<file path="src/rtl/mfc_defines.vh">
// Constants for the Modbus frame checksum host controller.
`ifndef MFC_DEFINES_VH
`define MFC_DEFINES_VH
`define MFC_CRC_PRESET 16'hFFFF
`define MFC_CRC_POLY 16'hA001
`define MFC_CRC_ZERO 16'h0000
`define MFC_BYTE_ZERO 8'h00
`define MFC_BITS_PER_BYTE 4'h8
`define MFC_CNT_ZERO 4'h0
`define MFC_CNT_ONE 4'h1
`define MFC_START_CHAR 8'h3A
`define MFC_CHAR_CR 8'h0D
`define MFC_CHAR_LF 8'h0A
`define MFC_CHAR_0 8'h30
`define MFC_CHAR_A_MINUS_10 8'h37
`define MFC_NIB_NINE 4'h9
`define MFC_CMD_WRITE_MULTI 8'h10
`define MFC_MODE_RTU 1'b0
`define MFC_MODE_ASCII 1'b1
`endif

</file>
<file path="src/rtl/mfc_crc_step.v">
// One shift-and-conditional-XOR step of the RTU CRC.
`timescale 1ns/1ps
`default_nettype none
`include "mfc_defines.vh"
module mfc_crc_step (
    // Accumulator in and out
    input wire [15:0] i_crc,
    output wire [15:0] o_crc
);
    assign o_crc = i_crc[0] ? ((i_crc >> 1) ^ `MFC_CRC_POLY) : (i_crc >> 1);
endmodule // mfc_crc_step
`default_nettype wire

</file>
<file path="src/rtl/mfc_host_frame.v">
// Host-side Modbus frame builder with LRC and CRC generation and checking.
// Overview of operation
// - ASCII LRC sums bytes address through data, modulo 256
// - LRC is negated sum, sent as hex
// - CRC preset to all ones per frame
// - Each byte XORed into CRC low byte
// - Shift right, zero in, examine LSB
// - LSB one: XOR with reflected polynomial
// - Exactly eight steps per byte
// - Repeat per byte; final accumulator is CRC
// - Send CRC low byte, then high byte
// - Function 16 carries address, count, bytes, data, CRC
// - ASCII frame starts with colon, LRC two chars
`timescale 1ns/1ps
`default_nettype none
`include "mfc_defines.vh"
module mfc_host_frame (
    // Clock and reset
    input wire i_clk_sys,
    input wire i_rst_n,
    // Mode select, sampled at frame start
    input wire i_mode_ascii,
    // Transmit request: frame payload bytes from the user
    input wire i_tx_start,
    input wire i_tx_valid,
    input wire [7:0] i_tx_byte,
    input wire i_tx_last,
    // Character stream towards the serial port
    output wire o_ser_valid,
    output wire [7:0] o_ser_char,
    input wire i_ser_ready,
    // Receive check: bytes of a reply, check bytes included
    input wire i_rx_start,
    input wire i_rx_valid,
    input wire [7:0] i_rx_byte,
    input wire i_rx_last,
    output wire o_rx_done,
    output wire o_rx_error,
    // Status
    output wire o_tx_ready,
    output wire o_tx_busy,
    output wire [15:0] o_crc
);
    ////////////////////////////////////////////////////////////////////////
    localparam [7:0] ST_IDLE = 8'h01;
    localparam [7:0] ST_WAIT = 8'h02;
    localparam [7:0] ST_CRC = 8'h04;
    localparam [7:0] ST_SEND = 8'h08;
    localparam [7:0] ST_CHK0 = 8'h10;
    localparam [7:0] ST_CHK1 = 8'h20;
    localparam [7:0] ST_END0 = 8'h40;
    localparam [7:0] ST_END1 = 8'h80;

    reg [7:0] state_reg, state_next;
    reg mode_reg, mode_next;
    reg [15:0] crc_reg, crc_next;
    reg [7:0] lrc_reg, lrc_next;
    reg [3:0] cnt_reg, cnt_next;
    reg [7:0] byte_reg, byte_next;
    reg [1:0] nib_reg, nib_next;
    reg last_reg, last_next;
    reg start_sent_reg, start_sent_next;
    reg ser_valid_reg, ser_valid_next;
    reg [7:0] ser_char_reg, ser_char_next;
    reg ready_reg, ready_next;
    reg busy_reg;
    wire [15:0] step_out;

    // Converts a nibble to its upper-case ASCII hex character.
    function [7:0] hex_char;
        input [3:0] nib;
        begin
            if (nib > `MFC_NIB_NINE) begin
                hex_char = {4'h0, nib} + `MFC_CHAR_A_MINUS_10;
            end else begin
                hex_char = {4'h0, nib} + `MFC_CHAR_0;
            end
        end
    endfunction

    // Converts an ASCII hex character back to a nibble.
    function [3:0] hex_val;
        input [7:0] c;
        begin
            if (c > 8'h39) begin
                hex_val = c[3:0] + 4'h9;
            end else begin
                hex_val = c[3:0];
            end
        end
    endfunction

    mfc_crc_step u_step (
        .i_crc(crc_reg),
        .o_crc(step_out)
    );

    ////////////////////////////////////////////////////////////////////////
    // Transmit path. One byte per strobe, then eight CRC steps in RTU mode.
    always @* begin
        state_next = state_reg;
        mode_next = mode_reg;
        crc_next = crc_reg;
        lrc_next = lrc_reg;
        cnt_next = cnt_reg;
        byte_next = byte_reg;
        nib_next = nib_reg;
        last_next = last_reg;
        start_sent_next = start_sent_reg;
        ser_valid_next = ser_valid_reg;
        ser_char_next = ser_char_reg;
        ready_next = ready_reg;
        if (ser_valid_reg && i_ser_ready) begin
            ser_valid_next = 1'b0;
        end
        case (state_reg)
            ST_IDLE: begin
                if (i_tx_start) begin
                    mode_next = i_mode_ascii;
                    crc_next = `MFC_CRC_PRESET;
                    lrc_next = `MFC_BYTE_ZERO;
                    start_sent_next = 1'b0;
                    // Text frames keep ready low until the colon has gone out.
                    ready_next = (i_mode_ascii == `MFC_MODE_RTU);
                    state_next = ST_WAIT;
                end
            end
            ST_WAIT: begin
                if (!ser_valid_next && mode_reg == `MFC_MODE_ASCII && !start_sent_reg) begin
                    ser_valid_next = 1'b1;
                    ser_char_next = `MFC_START_CHAR;
                    start_sent_next = 1'b1;
                    ready_next = 1'b0;
                end else if (ready_reg && i_tx_valid) begin
                    byte_next = i_tx_byte;
                    last_next = i_tx_last;
                    ready_next = 1'b0;
                    nib_next = 2'b00;
                    if (mode_reg == `MFC_MODE_ASCII) begin
                        lrc_next = lrc_reg + i_tx_byte;
                        state_next = ST_SEND;
                    end else begin
                        crc_next = {crc_reg[15:8], crc_reg[7:0] ^ i_tx_byte};
                        cnt_next = `MFC_CNT_ZERO;
                        state_next = ST_CRC;
                    end
                end else if (!ser_valid_next) begin
                    ready_next = 1'b1;
                end
            end
            ST_CRC: begin
                crc_next = step_out;
                cnt_next = cnt_reg + `MFC_CNT_ONE;
                if (cnt_reg == `MFC_BITS_PER_BYTE - `MFC_CNT_ONE) begin
                    state_next = ST_SEND;
                end
            end
            ST_SEND: begin
                if (!ser_valid_next) begin
                    ser_valid_next = 1'b1;
                    if (mode_reg == `MFC_MODE_ASCII) begin
                        ser_char_next = nib_reg[0] ? hex_char(byte_reg[3:0]) :
                            hex_char(byte_reg[7:4]);
                        nib_next = nib_reg + 2'b01;
                    end else begin
                        ser_char_next = byte_reg;
                        nib_next = 2'b10;
                    end
                    if (nib_next == 2'b10) begin
                        state_next = last_reg ? ST_CHK0 : ST_WAIT;
                    end
                end
            end
            ST_CHK0: begin
                if (!ser_valid_next) begin
                    ser_valid_next = 1'b1;
                    if (mode_reg == `MFC_MODE_ASCII) begin
                        lrc_next = `MFC_BYTE_ZERO - lrc_reg;
                        ser_char_next = hex_char(lrc_next[7:4]);
                    end else begin
                        ser_char_next = crc_reg[7:0];
                    end
                    state_next = ST_CHK1;
                end
            end
            ST_CHK1: begin
                if (!ser_valid_next) begin
                    ser_valid_next = 1'b1;
                    if (mode_reg == `MFC_MODE_ASCII) begin
                        ser_char_next = hex_char(lrc_reg[3:0]);
                        state_next = ST_END0;
                    end else begin
                        ser_char_next = crc_reg[15:8];
                        state_next = ST_IDLE;
                    end
                end
            end
            ST_END0: begin
                if (!ser_valid_next) begin
                    ser_valid_next = 1'b1;
                    ser_char_next = `MFC_CHAR_CR;
                    state_next = ST_END1;
                end
            end
            ST_END1: begin
                if (!ser_valid_next) begin
                    ser_valid_next = 1'b1;
                    ser_char_next = `MFC_CHAR_LF;
                    state_next = ST_IDLE;
                end
            end
            default: begin
                state_next = ST_IDLE;
            end
        endcase
    end

    always @(posedge i_clk_sys or negedge i_rst_n) begin
        if (!i_rst_n) begin
            state_reg <= ST_IDLE;
            mode_reg <= `MFC_MODE_RTU;
            crc_reg <= `MFC_CRC_PRESET;
            lrc_reg <= `MFC_BYTE_ZERO;
            cnt_reg <= `MFC_CNT_ZERO;
            byte_reg <= `MFC_BYTE_ZERO;
            nib_reg <= 2'b00;
            last_reg <= 1'b0;
            start_sent_reg <= 1'b0;
            ser_valid_reg <= 1'b0;
            ser_char_reg <= `MFC_BYTE_ZERO;
            ready_reg <= 1'b0;
            busy_reg <= 1'b0;
        end else begin
            state_reg <= state_next;
            mode_reg <= mode_next;
            crc_reg <= crc_next;
            lrc_reg <= lrc_next;
            cnt_reg <= cnt_next;
            byte_reg <= byte_next;
            nib_reg <= nib_next;
            last_reg <= last_next;
            start_sent_reg <= start_sent_next;
            ser_valid_reg <= ser_valid_next;
            ser_char_reg <= ser_char_next;
            ready_reg <= ready_next;
            busy_reg <= (state_next != ST_IDLE);
        end
    end

    ////////////////////////////////////////////////////////////////////////
    // Receive check. RTU: CRC over the whole reply including its check bytes
    // comes out zero when intact. ASCII: bytes given as raw characters after
    // the colon, through the LRC pair; sum of data plus LRC is zero when intact.
    reg rx_mode_reg;
    reg [15:0] rx_crc_reg;
    reg [7:0] rx_lrc_reg;
    reg [7:0] rx_hi_reg;
    reg rx_odd_reg;
    reg rx_done_reg;
    reg rx_err_reg;
    reg [15:0] rx_c;
    reg [7:0] rx_l;
    reg [7:0] rx_pair;
    integer k;

    always @* begin
        rx_c = {rx_crc_reg[15:8], rx_crc_reg[7:0] ^ i_rx_byte};
        for (k = 0; k < `MFC_BITS_PER_BYTE; k = k + 1) begin
            rx_c = rx_c[0] ? ((rx_c >> 1) ^ `MFC_CRC_POLY) : (rx_c >> 1);
        end
        rx_pair = {rx_hi_reg[3:0], hex_val(i_rx_byte)};
        rx_l = rx_lrc_reg + rx_pair;
    end

    always @(posedge i_clk_sys or negedge i_rst_n) begin
        if (!i_rst_n) begin
            rx_mode_reg <= `MFC_MODE_RTU;
            rx_crc_reg <= `MFC_CRC_PRESET;
            rx_lrc_reg <= `MFC_BYTE_ZERO;
            rx_hi_reg <= `MFC_BYTE_ZERO;
            rx_odd_reg <= 1'b0;
            rx_done_reg <= 1'b0;
            rx_err_reg <= 1'b0;
        end else begin
            rx_done_reg <= 1'b0;
            if (i_rx_valid) begin
                if (rx_mode_reg == `MFC_MODE_ASCII) begin
                    rx_odd_reg <= ~rx_odd_reg;
                    rx_hi_reg <= {4'h0, hex_val(i_rx_byte)};
                    if (rx_odd_reg) begin
                        rx_lrc_reg <= rx_l;
                    end
                    if (i_rx_last) begin
                        rx_done_reg <= 1'b1;
                        rx_err_reg <= !rx_odd_reg || (rx_l != `MFC_BYTE_ZERO);
                    end
                end else begin
                    rx_crc_reg <= rx_c;
                    if (i_rx_last) begin
                        rx_done_reg <= 1'b1;
                        rx_err_reg <= (rx_c != `MFC_CRC_ZERO);
                    end
                end
            end
            // A frame that ends in the cycle of a new start still reports its error.
            if (i_rx_start) begin
                rx_mode_reg <= i_mode_ascii;
                rx_crc_reg <= `MFC_CRC_PRESET;
                rx_lrc_reg <= `MFC_BYTE_ZERO;
                rx_odd_reg <= 1'b0;
                if (!(i_rx_valid && i_rx_last)) begin
                    rx_err_reg <= 1'b0;
                end
            end
        end
    end

    assign o_ser_valid = ser_valid_reg;
    assign o_ser_char = ser_char_reg;
    assign o_tx_ready = ready_reg;
    assign o_tx_busy = busy_reg;
    assign o_crc = crc_reg;
    assign o_rx_done = rx_done_reg;
    assign o_rx_error = rx_err_reg;
endmodule // mfc_host_frame
`default_nettype wire

</file>
<file path="config.mk">
export PLATFORM = sky130hd
export DESIGN_NAME = mfc_host_frame
export DESIGN_NICKNAME = d
export VERILOG_FILES = /design/src/rtl/mfc_crc_step.v /design/src/rtl/mfc_host_frame.v
export VERILOG_INCLUDE_DIRS = /design/src /design/src/rtl
export SDC_FILE = /design/constraint.sdc
export NUM_CORES = 1
export LEC_CHECK = 0
export BUFFER_PORTS_ARGS = -buffer_cell sky130_fd_sc_hd__clkbuf_2
export CORE_MARGIN = 3
export CORE_UTILIZATION = 47
export CTS_CLUSTER_DIAMETER = 30
export DETAILED_ROUTE_END_ITERATION = 10
export PLACE_DENSITY = 0.7
export SLEW_MARGIN = 20
export SYNTH_ARGS = -nofsm -noshare
export SYNTH_HDL_FRONTEND = slang
export SYNTH_HIERARCHICAL = 1
export SYNTH_SLANG_ARGS = --single-unit
</file>
<file path="constraint.sdc">
create_clock -name i_clk_sys -period 5.8 [get_ports i_clk_sys]
set_input_delay 0.58 -clock i_clk_sys [delete_from_list [all_inputs] [get_ports i_clk_sys]]
set_output_delay 0.58 -clock i_clk_sys [all_outputs]
set_load 0.005 [all_outputs]
</file>
# After elaboration in Yosys (flattened, before gate mapping)
# Index checks and enable logic that the tools add are counted.
[totals]
regBits = 92
in_bits = 26
output_inout_bits = 29
wordCells = 207
[classes]
addsub = 14
order_cmp = 5
eq_ne = 25
muxes = 91
n_bitwise = 15
reduce_logical = 36
[ops]
columns = ["op", "n"]
rows = [
  ["two-way mux 8 bit", 33],
  ["two-way mux 16 bit", 13],
  ["case mux 8 bit (8 select lines)", 1],
  ["adder 4 x 6 -> 7 bit, second input constant", 8],
  ["case mux 16 bit (3 select lines)", 1],
  ["case mux 8 bit (6 select lines)", 1],
  ["two-way mux 7 bit", 5],
  ["inverter 2 -> 3 bit", 9],
  ["inequality test 2 bit, second input constant", 13],
  ["case mux 8 bit (3 select lines)", 1],
  ["two-way mux 4 bit", 5],
  ["two-way mux 1 bit", 19],
  ["adder 8 bit", 2],
  ["greater-than comparator 4 bit, second input constant", 4],
  ["nonzero test 16 bit", 1],
  ["XOR 8 bit", 2],
  ["AND reduction 3 bit", 5],
  ["AND reduction 7 bit", 2],
  ["nonzero test 2 bit", 7],
  ["two-way mux 2 bit", 6],
  ["== test 8 x 1 -> 1 bit, second input constant", 1],
  ["== test 8 x 2 -> 1 bit, second input constant", 1],
  ["== test 8 x 3 -> 1 bit, second input constant", 1],
  ["== test 8 x 4 -> 1 bit, second input constant", 1],
  ["other kinds (28)", 44],
]

# Depth between registers and ports, before layout
[logic_depth]
word_depth = 23
mapped_depth = 15
depth_no_buf = 15

# Modules after synthesis
# The synthesis kept the hierarchy.
[modules_own_cells]
columns = ["module", "n_inst", "cells_each", "area_per_inst_um2", "seq_area_each_um2"]
rows = [
  ["mfc_host_frame", 1, 686, 6199.7, 2343.5],
  ["mfc_crc_step", 1, 16, 122.6, 0.0],
]

# Worst setup path before layout
# OpenSTA, ideal clock, no wires.
[synth_timing]
kind = "input port to flip-flop"
start = "input i_rx_byte[2]"
end = "register rx_err_reg, in the netlist o_rx_error"
setup_time_ps = 142
arrival_time_ps = 2911
required_ps = 5658
setup_slack_ps = 2748
path_stages = 11
path_buffers = 0
path_cell_list = "xnor2_1 > xnor2_1 > xnor3_1 > xor2_1 > ha_1 > xnor2_1 > nor4bb_1 > nand4_1 > nor4_1 > a31o_2 > a41oi_1"
[synth_via]
elab_chain_len = 17
elab_cells_between_ends = 27
classes_between = "add/sub: 2; order compare: 1; mux: 15; bitwise: 6; reduce/logical: 3"
[synth_rtl]
columns = ["element", "line_no", "rtl"]
rows = [
  ["from (decl)", "mfc_host_frame.v:35", "input wire [7:0] i_rx_byte,"],
  ["parallel branches: the longest is 13 deep, another holds greater-than comparator 8 x 6 -> 1 bit", "n/a", ""],
  ["two-way mux 1 bit (*)", "mfc_host_frame.v:287", "if (rx_mode_reg == `MFC_MODE_ASCII) begin"],
  ["two-way mux 1 bit (*)", "mfc_host_frame.v:286", "if (i_rx_valid) begin"],
  ["two-way mux 1 bit", "mfc_host_frame.v:311", "if (!(i_rx_valid && i_rx_last)) begin"],
  ["two-way mux 1 bit (*)", "mfc_host_frame.v:306", "if (i_rx_start) begin"],
  ["to (signal assigned)", "mfc_host_frame.v:295", "rx_err_reg <= !rx_odd_reg || (rx_l != `MFC_BYTE_ZERO);"],
  ["to (signal assigned)", "mfc_host_frame.v:301", "rx_err_reg <= (rx_c != `MFC_CRC_ZERO);"],
  ["to (decl)", "mfc_host_frame.v:260", "reg rx_err_reg;"],
]
# Every way passes the cells marked *.
# A chain may end at the register's enable or synchronous reset.

# Worst setup path in the final report
[layout_timing]
start = "register rx_crc_reg[2]"
end = "register rx_err_reg, in the netlist o_rx_error"
[layout_via]
elab_chain_len = 17
elab_cells_between_ends = 20
classes_between = "mux: 13; bitwise: 6; reduce/logical: 1"
[layout_rtl]
columns = ["element", "line_no", "rtl"]
rows = [
  ["from (decl)", "mfc_host_frame.v:255", "reg [15:0] rx_crc_reg;"],
  ["from (signal assigned)", "mfc_host_frame.v:278", "rx_crc_reg <= `MFC_CRC_PRESET;"],
  ["from (signal assigned)", "mfc_host_frame.v:298", "rx_crc_reg <= rx_c;"],
  ["from (signal assigned)", "mfc_host_frame.v:308", "rx_crc_reg <= `MFC_CRC_PRESET;"],
  ["XOR 8 bit (*)", "mfc_host_frame.v:267", "rx_c = {rx_crc_reg[15:8], rx_crc_reg[7:0] ^ i_rx_byte};"],
  ["two-way mux 16 bit (*)", "mfc_host_frame.v:269", "rx_c = rx_c[0] ? ((rx_c >> 1) ^ `MFC_CRC_POLY) : (rx_c >> 1);"],
  ["inverter 2 -> 3 bit (no source line)", "n/a", ""],
  ["two-way mux 16 bit (*) (6 in series)", "mfc_host_frame.v:269", ""],
  ["inverter 2 -> 3 bit (no source line) / two-way mux 16 bit (equally long branches)", "n/a", ""],
  ["two-way mux 16 bit (*)", "mfc_host_frame.v:269", ""],
  ["nonzero test 16 bit (no source line) (*)", "n/a", ""],
  ["two-way mux 1 bit (*)", "mfc_host_frame.v:299", "if (i_rx_last) begin"],
  ["two-way mux 1 bit (*)", "mfc_host_frame.v:287", ""],
  ["two-way mux 1 bit (*)", "mfc_host_frame.v:286", ""],
  ["two-way mux 1 bit", "mfc_host_frame.v:311", ""],
  ["two-way mux 1 bit (*)", "mfc_host_frame.v:306", ""],
]
# Mark *: on every way between the ends. The rest lies on a longest branch, timed or not.

==> metrics.yaml <==
grt_pass1_wl_um: 28000
clockBufferDepth: 2
startpoint_type: "flip-flop"
reg2reg_slack_ps: 2510
drive_above_1_share_pct: 19.2
htree_levels: 3
place.gp.congestion: 0.950
cts_buffers: 9
firstDrtPassIters: 5
p_total_mw: 3.38
p_int_mw: 1.94
crit_slowest_cell: "dfstp_2"
final.setup.worst_slack_ps: 2510
post-dp-hpwl_um: 12300
fillers: 1164
synth_edf_count: 0
critical_path.startpoint: "rx_crc_reg[2]"
clock_latency_ps: 360
arrival_ps: 3510
io_buffers: 54
grt_pass1_vias: 5349
clkTransAtPathRegs_ps: 70
setup_viol: 0
tightestPinTransition_ps: 989
routedWlPerCell_um: 18.9
root_buffer: "clkbuf_16"
cp_num_buf_inv: 0
fin_setup_tns_ps: 0
cts_setup_buffers: 0
seq_power_share_pct: 35.3
die_h_um: 122
postCtsHoldBufs: 0
vias: 5519
max_freq_ghz: 0.304
path_cells: "xnor2_1, xnor2_1, xnor3_1, xor2_1, ha_1, xnor2_1, nor4bb_1, nand4_1, nor4_1, a31o_2, a41oi_1"
dp_cells: 881
finalCritPeriodShare_pct: 56.7
clkSinkCount: 92
relSlewSlack_pct: 34.0
cp-end-kind: "flip-flop"
clkPwrFrac_pct: 19.4
post-place-ws_ps: 2250
antenna_found_initial: 0
hold_class: "in -> async"
r2r-start: "rx_crc_reg[2]"
synth_cell_types: 78
std_cell_rows: 41
slowest_delay_ps: 550
maxCapViolations: 0
mostFrequentLayoutCells: "nand2_1 (85), o21ai_0 (59), dfrtp_1 (59)"
layout_commonest_cell: "nand2_1"
n_antenna_cell: 0
crit_fanout: 3
path_class: "reg -> reg"
drc: 0
critPathTopFamily: "XOR/XNOR gates"
grt.overflow.total: 0
fin_skew_ps: 7.85
drt-total-wl_um: 16900
power_density_mw_per_mm2: 492
whs_ps: 111
power_switching_share_pct: 42.8
pwr-share-comb_pct: 45.3
outcome: "complete, no violations"
synth_nets: 757
hold_viol_final: 0
pin_count: 55
cellLeakagePower_nw: 2.91
finish.utilization_pct: 53.5
vdd_drop_max_mv: 0.220
nets: 775
syn_area_mm2: 0.00632
seq_area_frac_synth_pct: 37.1
synth_ff_type: "dfrtp_1"
netSwitchingPower_mw: 1.45
die_width_um: 122
cts_resized: 0
track_usage_pct: 23.7
yosysWarningCount: 6
drtIter0Drc: 675
async_reset_ff_share_pct: 100
fin_cells: 897
maxSlewViolCount: 0
cp_common_cell: "xnor2_1"
period_needed_ps: 3290
syn_to_final_growth_pct: 8.91
ant_nets: 0
start_util_pct: 49.1
avgSynthCellArea_um2: 9.01
ys_ff_latch: 92
core-area_mm2: 0.0129
dieArea_mm2: 0.0149
finalInstanceArea_mm2: 0.00689
cts_tree: "built"
required_ps: 6020
grt_max_degree: 70
via_per_inst: 6.15
synthCells: 702
placed_area_mm2: 0.00656
rsz0062_at_grt: "false"
Yosys cell counts (12+ instances only):
| master | instances | area share (%) |
|---|---|---|
| buf_4 | 15 | 1.8 |
| nand2_1 | 85 | 5.0 |
| xnor2_1 | 29 | 4.0 |
| inv_1 | 21 | 1.2 |
| a21oi_1 | 31 | 2.5 |
| nor2_1 | 43 | 2.6 |
| clkbuf_1 | 22 | 1.3 |
| nand3_1 | 20 | 1.6 |
| dfrtp_1 | 59 | 23 |
| dfstp_2 | 33 | 14 |
| nor3b_1 | 12 | 1.4 |
| a211oi_1 | 20 | 2.4 |
| mux2_2 | 16 | 2.8 |
| ha_1 | 27 | 5.3 |
| o21ai_0 | 59 | 4.7 |
metal layers:
| metal | global-route usage (%) | vias up | share of wire, % |
|---|---|---|---|
| li1 | - | 2589 | - |
| met4 | 6.93 | 0 | 1.6 |
| met1 | 33.3 | 2692 | 45 |
| met3 | 4.41 | 25 | 6.8 |
| met5 | 0 | - | 0 |
| met2 | 37.4 | 213 | 47 |
path summary, 6_finish.rpt:
| path | to | cells after the start |
|---|---|---|
| min in group i_clk_sys | last_reg | 2 |
| max in group asynchronous | lrc_reg[5] | 2 |
| setup / recovery | o_rx_error | 11 |
| hold reg to reg | o_crc[14] | 2 |
| hold / removal | state_reg[7] | 1 |
| setup reg to reg | o_rx_error | 11 |
cell type report:
cell class	count	area, µm²	share of cell area, %
clock buffers	9	225	3.27
clock inverters	7	100	1.45
inverters	21	78.8	1.14
well taps	172	215	3.13
flip-flops and latches	92	2340	34.0
multi-input cells	539	3630	52.7
repair buffers	57	295	4.29
cells by family (layout without fill, tap and decap cells):
group | count (synthesis) | after routing | share of synthesized area, %
compound gates | 205 | 205 | 21.8
xor+xnor | 40 | 40 | 5.76
fa+ha+maj | 29 | 29 | 5.98
buf+inv | 71 | 94 | 5.56
flops | 92 | 92 | 37.1
mux | 21 | 21 | 3.84
simple gates | 244 | 244 | 20.0
power by group through the flow:
stage	Clock [mW]	Sequential, mW	Combinational [mW]
final	0.657	1.19	1.53
after global routing	0.697	1.23	1.70
after CTS	0.662	1.19	1.52
after detailed placement	0	1.19	1.51
after global placement	0	1.18	1.45
after floorplan	0	1.08	1.22
Note: power is estimated with default switching activity, not from simulation.
